$ cat config.mk
export PLATFORM = sky130hd
export DESIGN_NAME = mdsr_status_bank
export DESIGN_NICKNAME = d
export VERILOG_FILES = /design/src/design/mdsr_pkg.sv /design/src/design/mdsr_count_if.sv /design/src/design/mdsr_miss_counter.sv /design/src/design/mdsr_status_bank.sv
export SDC_FILE = /design/constraint.sdc
export NUM_CORES = 1
export LEC_CHECK = 0
export BUFFER_PORTS_ARGS = -buffer_cell sky130_fd_sc_hd__clkbuf_2
export CAP_MARGIN = 30
export CORE_MARGIN = 4
export CORE_UTILIZATION = 52
export CTS_CLUSTER_SIZE = 24
export DETAILED_ROUTE_END_ITERATION = 10
export GPL_TIMING_DRIVEN = 1
export PLACE_DENSITY = 0.83
export SLEW_MARGIN = 20
export SYNTH_ARGS = -nofsm -noshare
export SYNTH_HDL_FRONTEND = slang
export SYNTH_HIERARCHICAL = 1
export SYNTH_SLANG_ARGS = --single-unit
$ cat constraint.sdc
create_clock -name MCLK -period 2.95 [get_ports MCLK]
set_input_delay 0.295 -clock MCLK [delete_from_list [all_inputs] [get_ports MCLK]]
set_output_delay 0.295 -clock MCLK [all_outputs]
set_load 0.1 [all_outputs]
$ cat src/design/mdsr_pkg.sv
// Constants for the motor driver status readout bank.
// Assumes one clock MCLK at 40 MHz and a synchronous reset.
// What this block does
// - Offset 0x0a and alias 0x1a return micro-step position in bits 6..0.
// - Back-EMF register bit 6 gives measured coil, 0 X, 1 Y.
// - Back-EMF bit 5 is 0 for expected polarity, 1 otherwise.
// - Offset 0x0b and alias 0x1b hold 5-bit back-EMF value in bits 4..0.
// - Rate register 0x0c, alias 0x1c, is eight data bits, no check bit.
// - Count step pulses arriving during undervoltage or pulse-ignoring faults.
// - Missed-pulse count saturates at 127, never wraps.
// - All registers except rate carry a check bit in bit 7.
// - X drive bit 6 shows live side, 1 top, 0 bottom.
// - X drive bit 5 shows current sign, 0 positive, 1 negative.
// - X drive bits 4..0 show live X duty value.
// - Y drive register 0x0f mirrors the X drive layout.
// - Bit 6 of 0x1e flags open X coil, of 0x1f open Y coil.
// - Bits 5 and 4 of 0x1e return live step-size line levels.
// - Bits 5 and 4 of 0x1f return live run/hold and direction levels.
// - Bits 3..0 of 0x1e flag X shorts plus/minus to ground then supply.
// - Bits 3..0 of 0x1f flag Y shorts in the same order.
// - Check bit makes the count of ones in the byte odd.
// - Reading clears missed count, open flags and short flags; live fields stay.
// - Common open flag is set while any per-coil open flag is set.
package mdsr_pkg;
  localparam logic [4:0] OFF_POSITION       = 5'h0a;
  localparam logic [4:0] OFF_POSITION_ALIAS = 5'h1a;
  localparam logic [4:0] OFF_BEMF           = 5'h0b;
  localparam logic [4:0] OFF_BEMF_ALIAS     = 5'h1b;
  localparam logic [4:0] OFF_RATE           = 5'h0c;
  localparam logic [4:0] OFF_RATE_ALIAS     = 5'h1c;
  localparam logic [4:0] OFF_MISSED         = 5'h0d;
  localparam logic [4:0] OFF_MISSED_ALIAS   = 5'h1d;
  localparam logic [4:0] OFF_X_DRIVE        = 5'h0e;
  localparam logic [4:0] OFF_Y_DRIVE        = 5'h0f;
  localparam logic [4:0] OFF_X_PINS         = 5'h1e;
  localparam logic [4:0] OFF_Y_PINS         = 5'h1f;
  localparam int         POS_CHECK          = 7;
  localparam int         POS_HIGH           = 6;
  localparam int         POS_MID            = 5;
  localparam int         POS_LOW            = 4;
  localparam logic [6:0] MISSED_MAX         = 7'h7f;
  localparam logic [6:0] MISSED_RESET       = 7'h00;
  localparam logic [7:0] DATA_RESET         = 8'h00;
  localparam logic [7:0] UNMAPPED_DATA      = 8'h00;
  localparam logic [3:0] SHORT_RESET        = 4'h0;
  localparam logic [4:0] PIN_RESET          = 5'h00;
  typedef enum {RD_IDLE, RD_ANSWER} mdsr_rd_state_t;
endpackage

$ cat src/design/mdsr_count_if.sv
// Carrier between the readout top and its missed-pulse counter.
// Assumes both ends share MCLK and the synchronous reset.
`timescale 1ns/1ps
`default_nettype none
interface mdsr_count_if (
  input wire logic clk,
  input wire logic rst
);
  logic       pulse;
  logic       blocked;
  logic       clear;
  logic [6:0] count;
  modport counter (input clk, input rst, input pulse, input blocked,
                   input clear, output count);
  modport owner (input count, output pulse, output blocked, output clear);
endinterface
`default_nettype wire

$ cat src/design/mdsr_miss_counter.sv
// Saturating counter of step pulses that the driver ignored.
// Assumes pulse is a one-cycle strobe in the MCLK domain.
`timescale 1ns/1ps
`default_nettype none
module mdsr_miss_counter (
  mdsr_count_if.counter cif
);
  logic [6:0] next_count;
  logic [6:0] base;

  // A pulse in the clearing cycle still counts: set beats clear
  always_comb begin
    base = cif.clear ? mdsr_pkg::MISSED_RESET : cif.count;
    if (cif.pulse && cif.blocked) begin
      next_count = (base == mdsr_pkg::MISSED_MAX) ? base
                   : 7'(base + 7'h01);
    end else begin
      next_count = base;
    end
  end

  always_ff @(posedge cif.clk) begin
    if (cif.rst) begin
      cif.count <= mdsr_pkg::MISSED_RESET;
    end else begin
      cif.count <= next_count;
    end
  end
endmodule
`default_nettype wire

$ cat src/design/mdsr_status_bank.sv
// Read-only status register bank of the micro-stepping driver.
// Assumes status inputs come from logic on MCLK; pin levels are asynchronous.
`timescale 1ns/1ps
`default_nettype none
module mdsr_status_bank (
  // Clock and reset
  input  wire logic       MCLK,
  input  wire logic       SRST,
  // Register read port
  input  wire logic       RD_REQ,
  input  wire logic [4:0] RD_ADDR,
  output var  logic [7:0] RD_DATA,
  output var  logic       RD_VALID,
  // Translator and back-EMF state
  input  wire logic [6:0] MICROSTEP_POSITION,
  input  wire logic       BACK_EMF_COIL_SELECT,
  input  wire logic       BACK_EMF_WRONG_POLARITY,
  input  wire logic [4:0] BACK_EMF_VALUE,
  input  wire logic [7:0] ROTATION_RATE,
  // Coil regulation state
  input  wire logic       X_DRIVE_SIDE,
  input  wire logic       X_CURRENT_POLARITY,
  input  wire logic [4:0] X_DUTY_VALUE,
  input  wire logic       Y_DRIVE_SIDE,
  input  wire logic       Y_CURRENT_POLARITY,
  input  wire logic [4:0] Y_DUTY_VALUE,
  // Fault conditions and events
  input  wire logic       UNDERVOLTAGE,
  input  wire logic       THERMAL_SHUTDOWN,
  input  wire logic       OVERCURRENT_FAULT,
  input  wire logic       STALL_FAULT,
  input  wire logic       X_COIL_BREAK_EVENT,
  input  wire logic       Y_COIL_BREAK_EVENT,
  input  wire logic [3:0] X_SHORT_EVENT,
  input  wire logic [3:0] Y_SHORT_EVENT,
  // Device pins
  input  wire logic       STEP_ADVANCE_PULSE,
  input  wire logic       STEP_SIZE_LINE_A,
  input  wire logic       STEP_SIZE_LINE_B,
  input  wire logic       RUN_HOLD_LINE,
  input  wire logic       ROTATION_SENSE_LINE,
  // Summary flag
  output var  logic       COIL_BREAK_COMMON
);
  // Pin vector order: advance, step a, step b, run/hold, direction
  logic [4:0] pin_meta;
  logic [4:0] pin_sync;
  logic       advance_prev;
  logic       advance_edge;
  logic       step_size_line_a_level;
  logic       step_size_line_b_level;
  logic       run_hold_line_level;
  logic       rotation_sense_line_level;

  logic       x_coil_break_flag;
  logic       y_coil_break_flag;
  logic [3:0] x_short;
  logic [3:0] y_short;
  logic       next_x_break;
  logic       next_y_break;
  logic [3:0] next_x_short;
  logic [3:0] next_y_short;

  logic       clear_missed;
  logic       clear_x;
  logic       clear_y;
  logic [7:0] read_byte;
  logic [4:0] last_addr;
  mdsr_pkg::mdsr_rd_state_t rd_state;

  mdsr_count_if cnt (.clk(MCLK), .rst(SRST));

  function automatic logic [7:0] odd_byte(input logic [6:0] d);
    odd_byte = {~^d, d};
  endfunction

  // Two flops per pin; only the second is read anywhere
  always_ff @(posedge MCLK) begin
    if (SRST) begin
      pin_meta <= mdsr_pkg::PIN_RESET;
      pin_sync <= mdsr_pkg::PIN_RESET;
    end else begin
      pin_meta <= {STEP_ADVANCE_PULSE, STEP_SIZE_LINE_A, STEP_SIZE_LINE_B,
                   RUN_HOLD_LINE, ROTATION_SENSE_LINE};
      pin_sync <= pin_meta;
    end
  end

  always_ff @(posedge MCLK) begin
    if (SRST) begin
      advance_prev <= 1'b0;
    end else begin
      advance_prev <= pin_sync[4];
    end
  end

  assign advance_edge              = pin_sync[4] && !advance_prev;
  assign step_size_line_a_level    = pin_sync[3];
  assign step_size_line_b_level    = pin_sync[2];
  assign run_hold_line_level       = pin_sync[1];
  assign rotation_sense_line_level = pin_sync[0];

  // Read-clear strobes, decoded from the request itself
  assign clear_missed = RD_REQ && (RD_ADDR == mdsr_pkg::OFF_MISSED ||
                        RD_ADDR == mdsr_pkg::OFF_MISSED_ALIAS);
  assign clear_x = RD_REQ && RD_ADDR == mdsr_pkg::OFF_X_PINS;
  assign clear_y = RD_REQ && RD_ADDR == mdsr_pkg::OFF_Y_PINS;

  assign cnt.pulse   = advance_edge;
  assign cnt.blocked = UNDERVOLTAGE || THERMAL_SHUTDOWN ||
                       OVERCURRENT_FAULT || STALL_FAULT;
  assign cnt.clear   = clear_missed;

  mdsr_miss_counter u_miss (.cif(cnt.counter));

  // Latched faults: an event in the clearing cycle survives the read
  always_comb begin
    next_x_break = X_COIL_BREAK_EVENT || (x_coil_break_flag && !clear_x);
    next_y_break = Y_COIL_BREAK_EVENT || (y_coil_break_flag && !clear_y);
    next_x_short = X_SHORT_EVENT | (x_short & {4{!clear_x}});
    next_y_short = Y_SHORT_EVENT | (y_short & {4{!clear_y}});
  end

  always_ff @(posedge MCLK) begin
    if (SRST) begin
      x_coil_break_flag <= 1'b0;
      y_coil_break_flag <= 1'b0;
    end else begin
      x_coil_break_flag <= next_x_break;
      y_coil_break_flag <= next_y_break;
    end
  end

  always_ff @(posedge MCLK) begin
    if (SRST) begin
      x_short <= mdsr_pkg::SHORT_RESET;
      y_short <= mdsr_pkg::SHORT_RESET;
    end else begin
      x_short <= next_x_short;
      y_short <= next_y_short;
    end
  end

  // Common flag follows the latches without clearing them
  always_ff @(posedge MCLK) begin
    if (SRST) begin
      COIL_BREAK_COMMON <= 1'b0;
    end else begin
      COIL_BREAK_COMMON <= next_x_break || next_y_break;
    end
  end

  // Byte returned for the requested offset; unmapped offsets read zero
  always_comb begin
    if (RD_ADDR == mdsr_pkg::OFF_POSITION ||
        RD_ADDR == mdsr_pkg::OFF_POSITION_ALIAS) begin
      read_byte = odd_byte(MICROSTEP_POSITION);
    end else if (RD_ADDR == mdsr_pkg::OFF_BEMF ||
                 RD_ADDR == mdsr_pkg::OFF_BEMF_ALIAS) begin
      read_byte = odd_byte({BACK_EMF_COIL_SELECT,
                            BACK_EMF_WRONG_POLARITY,
                            BACK_EMF_VALUE});
    end else if (RD_ADDR == mdsr_pkg::OFF_RATE ||
                 RD_ADDR == mdsr_pkg::OFF_RATE_ALIAS) begin
      read_byte = ROTATION_RATE;
    end else if (RD_ADDR == mdsr_pkg::OFF_MISSED ||
                 RD_ADDR == mdsr_pkg::OFF_MISSED_ALIAS) begin
      read_byte = odd_byte(cnt.count);
    end else if (RD_ADDR == mdsr_pkg::OFF_X_DRIVE) begin
      read_byte = odd_byte({X_DRIVE_SIDE,
                            X_CURRENT_POLARITY,
                            X_DUTY_VALUE});
    end else if (RD_ADDR == mdsr_pkg::OFF_Y_DRIVE) begin
      read_byte = odd_byte({Y_DRIVE_SIDE, Y_CURRENT_POLARITY,
                            Y_DUTY_VALUE});
    end else if (RD_ADDR == mdsr_pkg::OFF_X_PINS) begin
      read_byte = odd_byte({x_coil_break_flag, step_size_line_a_level,
                            step_size_line_b_level, x_short});
    end else if (RD_ADDR == mdsr_pkg::OFF_Y_PINS) begin
      read_byte = odd_byte({y_coil_break_flag, run_hold_line_level,
                            rotation_sense_line_level, y_short});
    end else begin
      read_byte = mdsr_pkg::UNMAPPED_DATA;
    end
  end

  // Answer one cycle after the request; data holds until the next read
  always_ff @(posedge MCLK) begin
    if (SRST) begin
      rd_state <= mdsr_pkg::RD_IDLE;
    end else begin
      case (rd_state)
        mdsr_pkg::RD_IDLE: begin
          if (RD_REQ) begin
            rd_state <= mdsr_pkg::RD_ANSWER;
          end
        end
        mdsr_pkg::RD_ANSWER: begin
          if (!RD_REQ) begin
            rd_state <= mdsr_pkg::RD_IDLE;
          end
        end
        default: rd_state <= mdsr_pkg::RD_IDLE;
      endcase
    end
  end

  always_ff @(posedge MCLK) begin
    if (SRST) begin
      RD_VALID <= 1'b0;
    end else begin
      RD_VALID <= RD_REQ;
    end
  end

  always_ff @(posedge MCLK) begin
    if (SRST) begin
      RD_DATA   <= mdsr_pkg::DATA_RESET;
      last_addr <= mdsr_pkg::OFF_POSITION;
    end else if (RD_REQ) begin
      RD_DATA   <= read_byte;
      last_addr <= RD_ADDR;
    end
  end
endmodule
`default_nettype wire

## Yosys cells after proc, flatten, opt, wreduce, memory -nomap -nowiden

Index checks and enable logic that the tools add are counted.
Widths: inputs -> output; s select.

- $add $sub $neg: 1
- Equal/unequal tests: 13
- Muxes and demuxes: 11
- Bitwise operators: 4
- Reductions and logical operators: 27

Operator list:

| operator | count |
|---|---|
| $mux 8 | 8 |
| $reduce_xnor 7->1 | 7 |
| $eq 5x4->1 const B | 6 |
| $eq 5x5->1 const B | 6 |
| $mux 7 | 3 |
| $logic_or 1x1->1 | 10 |
| $and 4x4->4 | 2 |
| $or 4x4->4 | 2 |
| $add 7x1->7 const B | 1 |
| $eq 7x7->1 const B | 1 |
| $logic_and 1x1->1 | 7 |
| $logic_not 1->1 | 3 |

- Word-level logic and storage cells: 67
- Register bits after elaboration: 38
- Input port bits: 63
- Output and inout bits: 10

## Longest topological paths before layout

- Depth in word-level cells: 9
- Depth in mapped cells: 10
- Gate-level depth less buffers: 8

## By module

The synthesis kept the hierarchy.

Modules (own cells, without submodules):

| module | sequential area each (um^2) | area an instance (um^2) | cells each | instances |
|---|---|---|---|---|
| mdsr_status_bank | 620.6 | 2008.2 | 201 | 1 |
| mdsr_miss_counter | 140.1 | 381.6 | 40 | 1 |

## Least setup slack after synthesis

No wires, ideal clock.

- Kind: input port to flip-flop
- From: input RD_REQ
- To: register u_miss.cif.count[5]
- Slack: 0.417 ns
- Stages: 10
- Required time: 2.864 ns
- Buffers on the path: 2
- Library setup time: 0.086 ns
- Arrival time: 2.448 ns
- Path through: clkbuf_1 > clkbuf_4 > nand2_1 > nor3_1 > and2b_1 > ha_1 > nand4b_4 > o21ai_4 > or3_1 > a211oi_1

- Longest elaborated chain between the ends: 5
- Elaborated cells between the ends (all ways): 6
- Those cells by class: 1 x add/sub; 1 x eq/ne; 3 x mux; 1 x reduce/logical

Ends and longest elaborated chain:

| item | RTL line | source |
|---|---|---|
| start: declaration | mdsr_status_bank.sv:10 | `input wire logic RD_REQ,` |
| $logic_and 1x1->1 (*) | mdsr_status_bank.sv:104 | `assign clear_missed = RD_REQ && (RD_ADDR == mdsr_pkg::OFF_MISSED \|\|` |
| via clear_missed | mdsr_status_bank.sv:64 | `logic clear_missed;` |
| $mux 7 (*) | mdsr_miss_counter.sv:13 | `base = cif.clear ? mdsr_pkg::MISSED_RESET : cif.count;` |
| $add 7x1->7 / $eq 7x7->1 (equally long branches) | mdsr_miss_counter.sv:16, mdsr_miss_counter.sv:15 |  |
| $mux 7 | mdsr_miss_counter.sv:15 | `next_count = (base == mdsr_pkg::MISSED_MAX) ? base` |
| $mux 7 (*) | mdsr_miss_counter.sv:14 | `if (cif.pulse && cif.blocked) begin` |
| end signal: assignment | mdsr_miss_counter.sv:24 | `cif.count <= mdsr_pkg::MISSED_RESET;` |
| end signal: assignment | mdsr_miss_counter.sv:26 | `cif.count <= next_count;` |
| end: declaration | mdsr_count_if.sv:14 | `input clear, output count);` |

Mark *: on every way through the listed nets, which the timed path passes. The rest lies on a longest branch.
A chain may end at the register's enable or synchronous reset.

## Final worst setup path

- From: input RD_ADDR[1]
- To: register u_miss.cif.count[5]

- Longest elaborated chain between the ends: 7
- Elaborated cells between the ends (all ways): 9
- Those cells by class: 1 x add/sub; 3 x eq/ne; 3 x mux; 2 x reduce/logical

Ends and longest elaborated chain:

| item | RTL line | source |
|---|---|---|
| start: declaration | mdsr_status_bank.sv:11 | `input wire logic [4:0] RD_ADDR,` |
| $eq 5x4->1 / $eq 5x5->1 (equally long branches) | mdsr_status_bank.sv:104, mdsr_status_bank.sv:105 |  |
| $logic_or 1x1->1 (*) | mdsr_status_bank.sv:104 |  |
| $logic_and 1x1->1 (*) | mdsr_status_bank.sv:104 |  |
| via clear_missed | mdsr_status_bank.sv:64 |  |
| $mux 7 (*) | mdsr_miss_counter.sv:13 |  |
| $add 7x1->7 / $eq 7x7->1 (equally long branches) | mdsr_miss_counter.sv:16, mdsr_miss_counter.sv:15 |  |
| $mux 7 | mdsr_miss_counter.sv:15 |  |
| $mux 7 (*) | mdsr_miss_counter.sv:14 |  |

Marks and branches as above.

==> run summary <==
Run status -> completed
H-Tree Depth -> 2
Die Ht -> 75.8 µm
Routed WL per cell -> 16.2 µm
Critical path class -> input port to register
Post-synth EDFFs -> 0
Num rows -> 24
Synth warnings -> 6
Dpl cells -> 356
Worst-Margin Slew -> 0.546 ns
CTS tree -> done
Top delay family on crit path -> simple AND/OR/NAND/NOR gates
Crit path cell chain -> clkbuf_2 > nor3_1 > buf_4 > and2b_1 > ha_1 > nand4b_4 > o21ai_4 > or3_1 > a211oi_1
CP Max Fanout -> 19
Post-route setup TNS -> 0 ns
Root Buffer -> clkbuf_8
Final Hold Violating Endpoints -> 0
DRC errors left -> 0
I/O Buffers -> 72
Bufs and invs on worst path -> 2
Clk_skew -> 0.00670 ns
Synth cell types -> 45
CTS Buffer Depth -> 2
Worst path arrival time -> 2.25 ns
Cells after Synth -> 241
Top cell type's share of synthesized area -> 31.8%
Syn Area/Cell -> 9.92 µm²
Clk_lat worst skew -> 0.30 ns
Fin cells -> 364
Placer Congestion -> 0.887
Pwr Density -> 488 nW/µm²
RR Startpoint -> u_miss/cif.count[5]
Postcts setup bufs -> 0
DP Wirelength -> 4600 µm
Cell depth of the worst setup path -> 9
Register area share after synthesis -> 31.8%
Inserted Diodes -> 0
RSZ-0062 raised after global routing -> no
First-pass GRT wire length -> 9230 µm
R2R setup slack -> 1.15 ns
Critical Path End -> u_miss/cif.count[5]
Hold WC Path Type -> input port to register
Share of layout cells above drive strength 1 -> 31.4%
Area leader, netlist -> dfxtp_1
Dominant synthesized flop cell -> dfxtp_1
Commonest cells post-synth -> dfxtp_1 (38), nor2_1 (25), a21oi_1 (19), nor2b_1 (18), xnor2_1 (16)
Period Utilization, post-route -> 69.0%
Initial core utilization -> 54.1%
Leak pwr -> 1.36 nW
Maximum vdd drop -> 0.267 mV
Final Util -> 65.8%
Worst setup SP type -> input port
Grt ovf -> 0
Drt first pass iters -> 4
Clock transition at the registers of the reported paths -> 0.08 ns
CTS sink cnt -> 38
TritonCTS Buffers -> 5
DR vias/cell -> 5.64
Max_slew headroom -> 63.7%
IO Count -> 73
Layout area overhead -> 21.5%
Critical Path RT -> 3.17 ns
Core ar. -> 4410 µm²
Tot Pwr -> 0.00142 W
Count leader, synth -> dfxtp_1
Synth Cell Area -> 2390 µm²
Max-cap violations -> 0
CTS Hold Buffers Added -> 0
1st-iter DRT viols -> 172
Hold Path Stages -> 2
Final WL -> 5880 µm
Worst r2r dst -> RD_DATA[7]
DRT antenna net count -> 0
Slew Viols, Final -> 0
Syn Nets -> 305
Final #Nets -> 375
Global-route usage over all layers -> 21.8%
Fillers -> 349
Crit-path max cell delay -> 0.36 ns
CP endpoint kind -> register
Post-CTS resize count -> 0
DR vias -> 2052
Final setup fails -> 0
Largest net degree at the start of global routing -> 38
CP max stage cell -> or3_1
Achievable Freq -> 491 MHz
Worst r2r path cells -> 5
Dominant cells by area after synthesis -> dfxtp_1 (32%), xnor3_1 (11%), xnor2_1 (5.9%)
Die X -> 75.8 µm
Die footprint -> 5740 µm²
Vias in the first global route -> 2046
Setup crit start -> RD_ADDR[1]
Fin Hold WS -> 0.197 ns
Post-synthesis register bit count -> 38
Post-layout min period -> 2.04 ns
Initial antenna violation count -> 0
Synth async-reset ratio -> 0%
metrics by stage:
stage / setup slack, ns / instance area, µm²
after floorplan: 0.417 / 2390
after global placement: 0.706 / 2770
after detailed placement: 0.608 / 2770
after CTS: 0.920 / 2900
after global routing: 0.754 / 2900
final: 0.914 / 2900
registers in the layout (all words and copies together), names as in the netlist:
name	cells
pin_meta	5
x_coil_break_flag	1
COIL_BREAK_COMMON	1
RD_DATA	8
RD_VALID	1
y_short	4
x_short	4
y_coil_break_flag	1
pin_sync	5
u_miss/cif.count	7
advance_prev	1
layout by cell type, fill, tap and decap left out, types with 9 or more instances in the layout:
cell type	n
a21oi_1	19
clkbuf_2	72
dfxtp_1	38
nand2b_1	9
nor2_1	25
nor2b_1	18
o21ai_0	9
xnor2_1	16
xnor3_1	12
logic make-up after synthesis:
logic type	share of synthesized area, %
AOI/OAI and AO/OA	13.3
adders and majority gates	0.523
xor gates and xnor gates	18.6
muxes	10.4
buffers and inverters	3.82
DFF	31.8
and+or+nand+nor	21.5
layer usage:
metal	GRT usage, %	vias up	routed length (µm)
met2	36.2	83	2740
met3	6.07	18	560
met1	25.9	951	2410
met4	10.1	0	170
met5	0	-	0
li1	-	1000	-
worst min-delay path by stage:
stage                                    from                   to  slack, ns
after floorplan                          SRST  u_miss/cif.count[3]       0.36
after global placement            pin_meta[2]          pin_sync[2]       0.42
after detailed placement          pin_meta[0]          pin_sync[0]       0.42
after CTS                    STEP_SIZE_LINE_A          pin_meta[3]       0.19
after global routing      ROTATION_SENSE_LINE          pin_meta[0]       0.21
final                     ROTATION_SENSE_LINE          pin_meta[0]       0.20
layout make-up:
type / instances / area [µm²] / share of cell area [%]
clock buffers: 5 / 68.8 / 2.37
clock inverters: 3 / 68.8 / 2.37
inverters: 3 / 11.3 / 0.388
multi-input cells: 187 / 1540 / 53.0
flip-flops and latches: 38 / 761 / 26.2
well taps: 52 / 65.1 / 2.24
repair buffers: 76 / 390 / 13.4
power by group:
part	total [W]	internal (W)	switching (W)
Combinational	0.000329	0.000161	0.000168
Clock	0.000535	0.000339	0.000196
Sequential	0.000553	0.000537	0.0000160
Note: power is estimated with default switching activity, not from simulation.
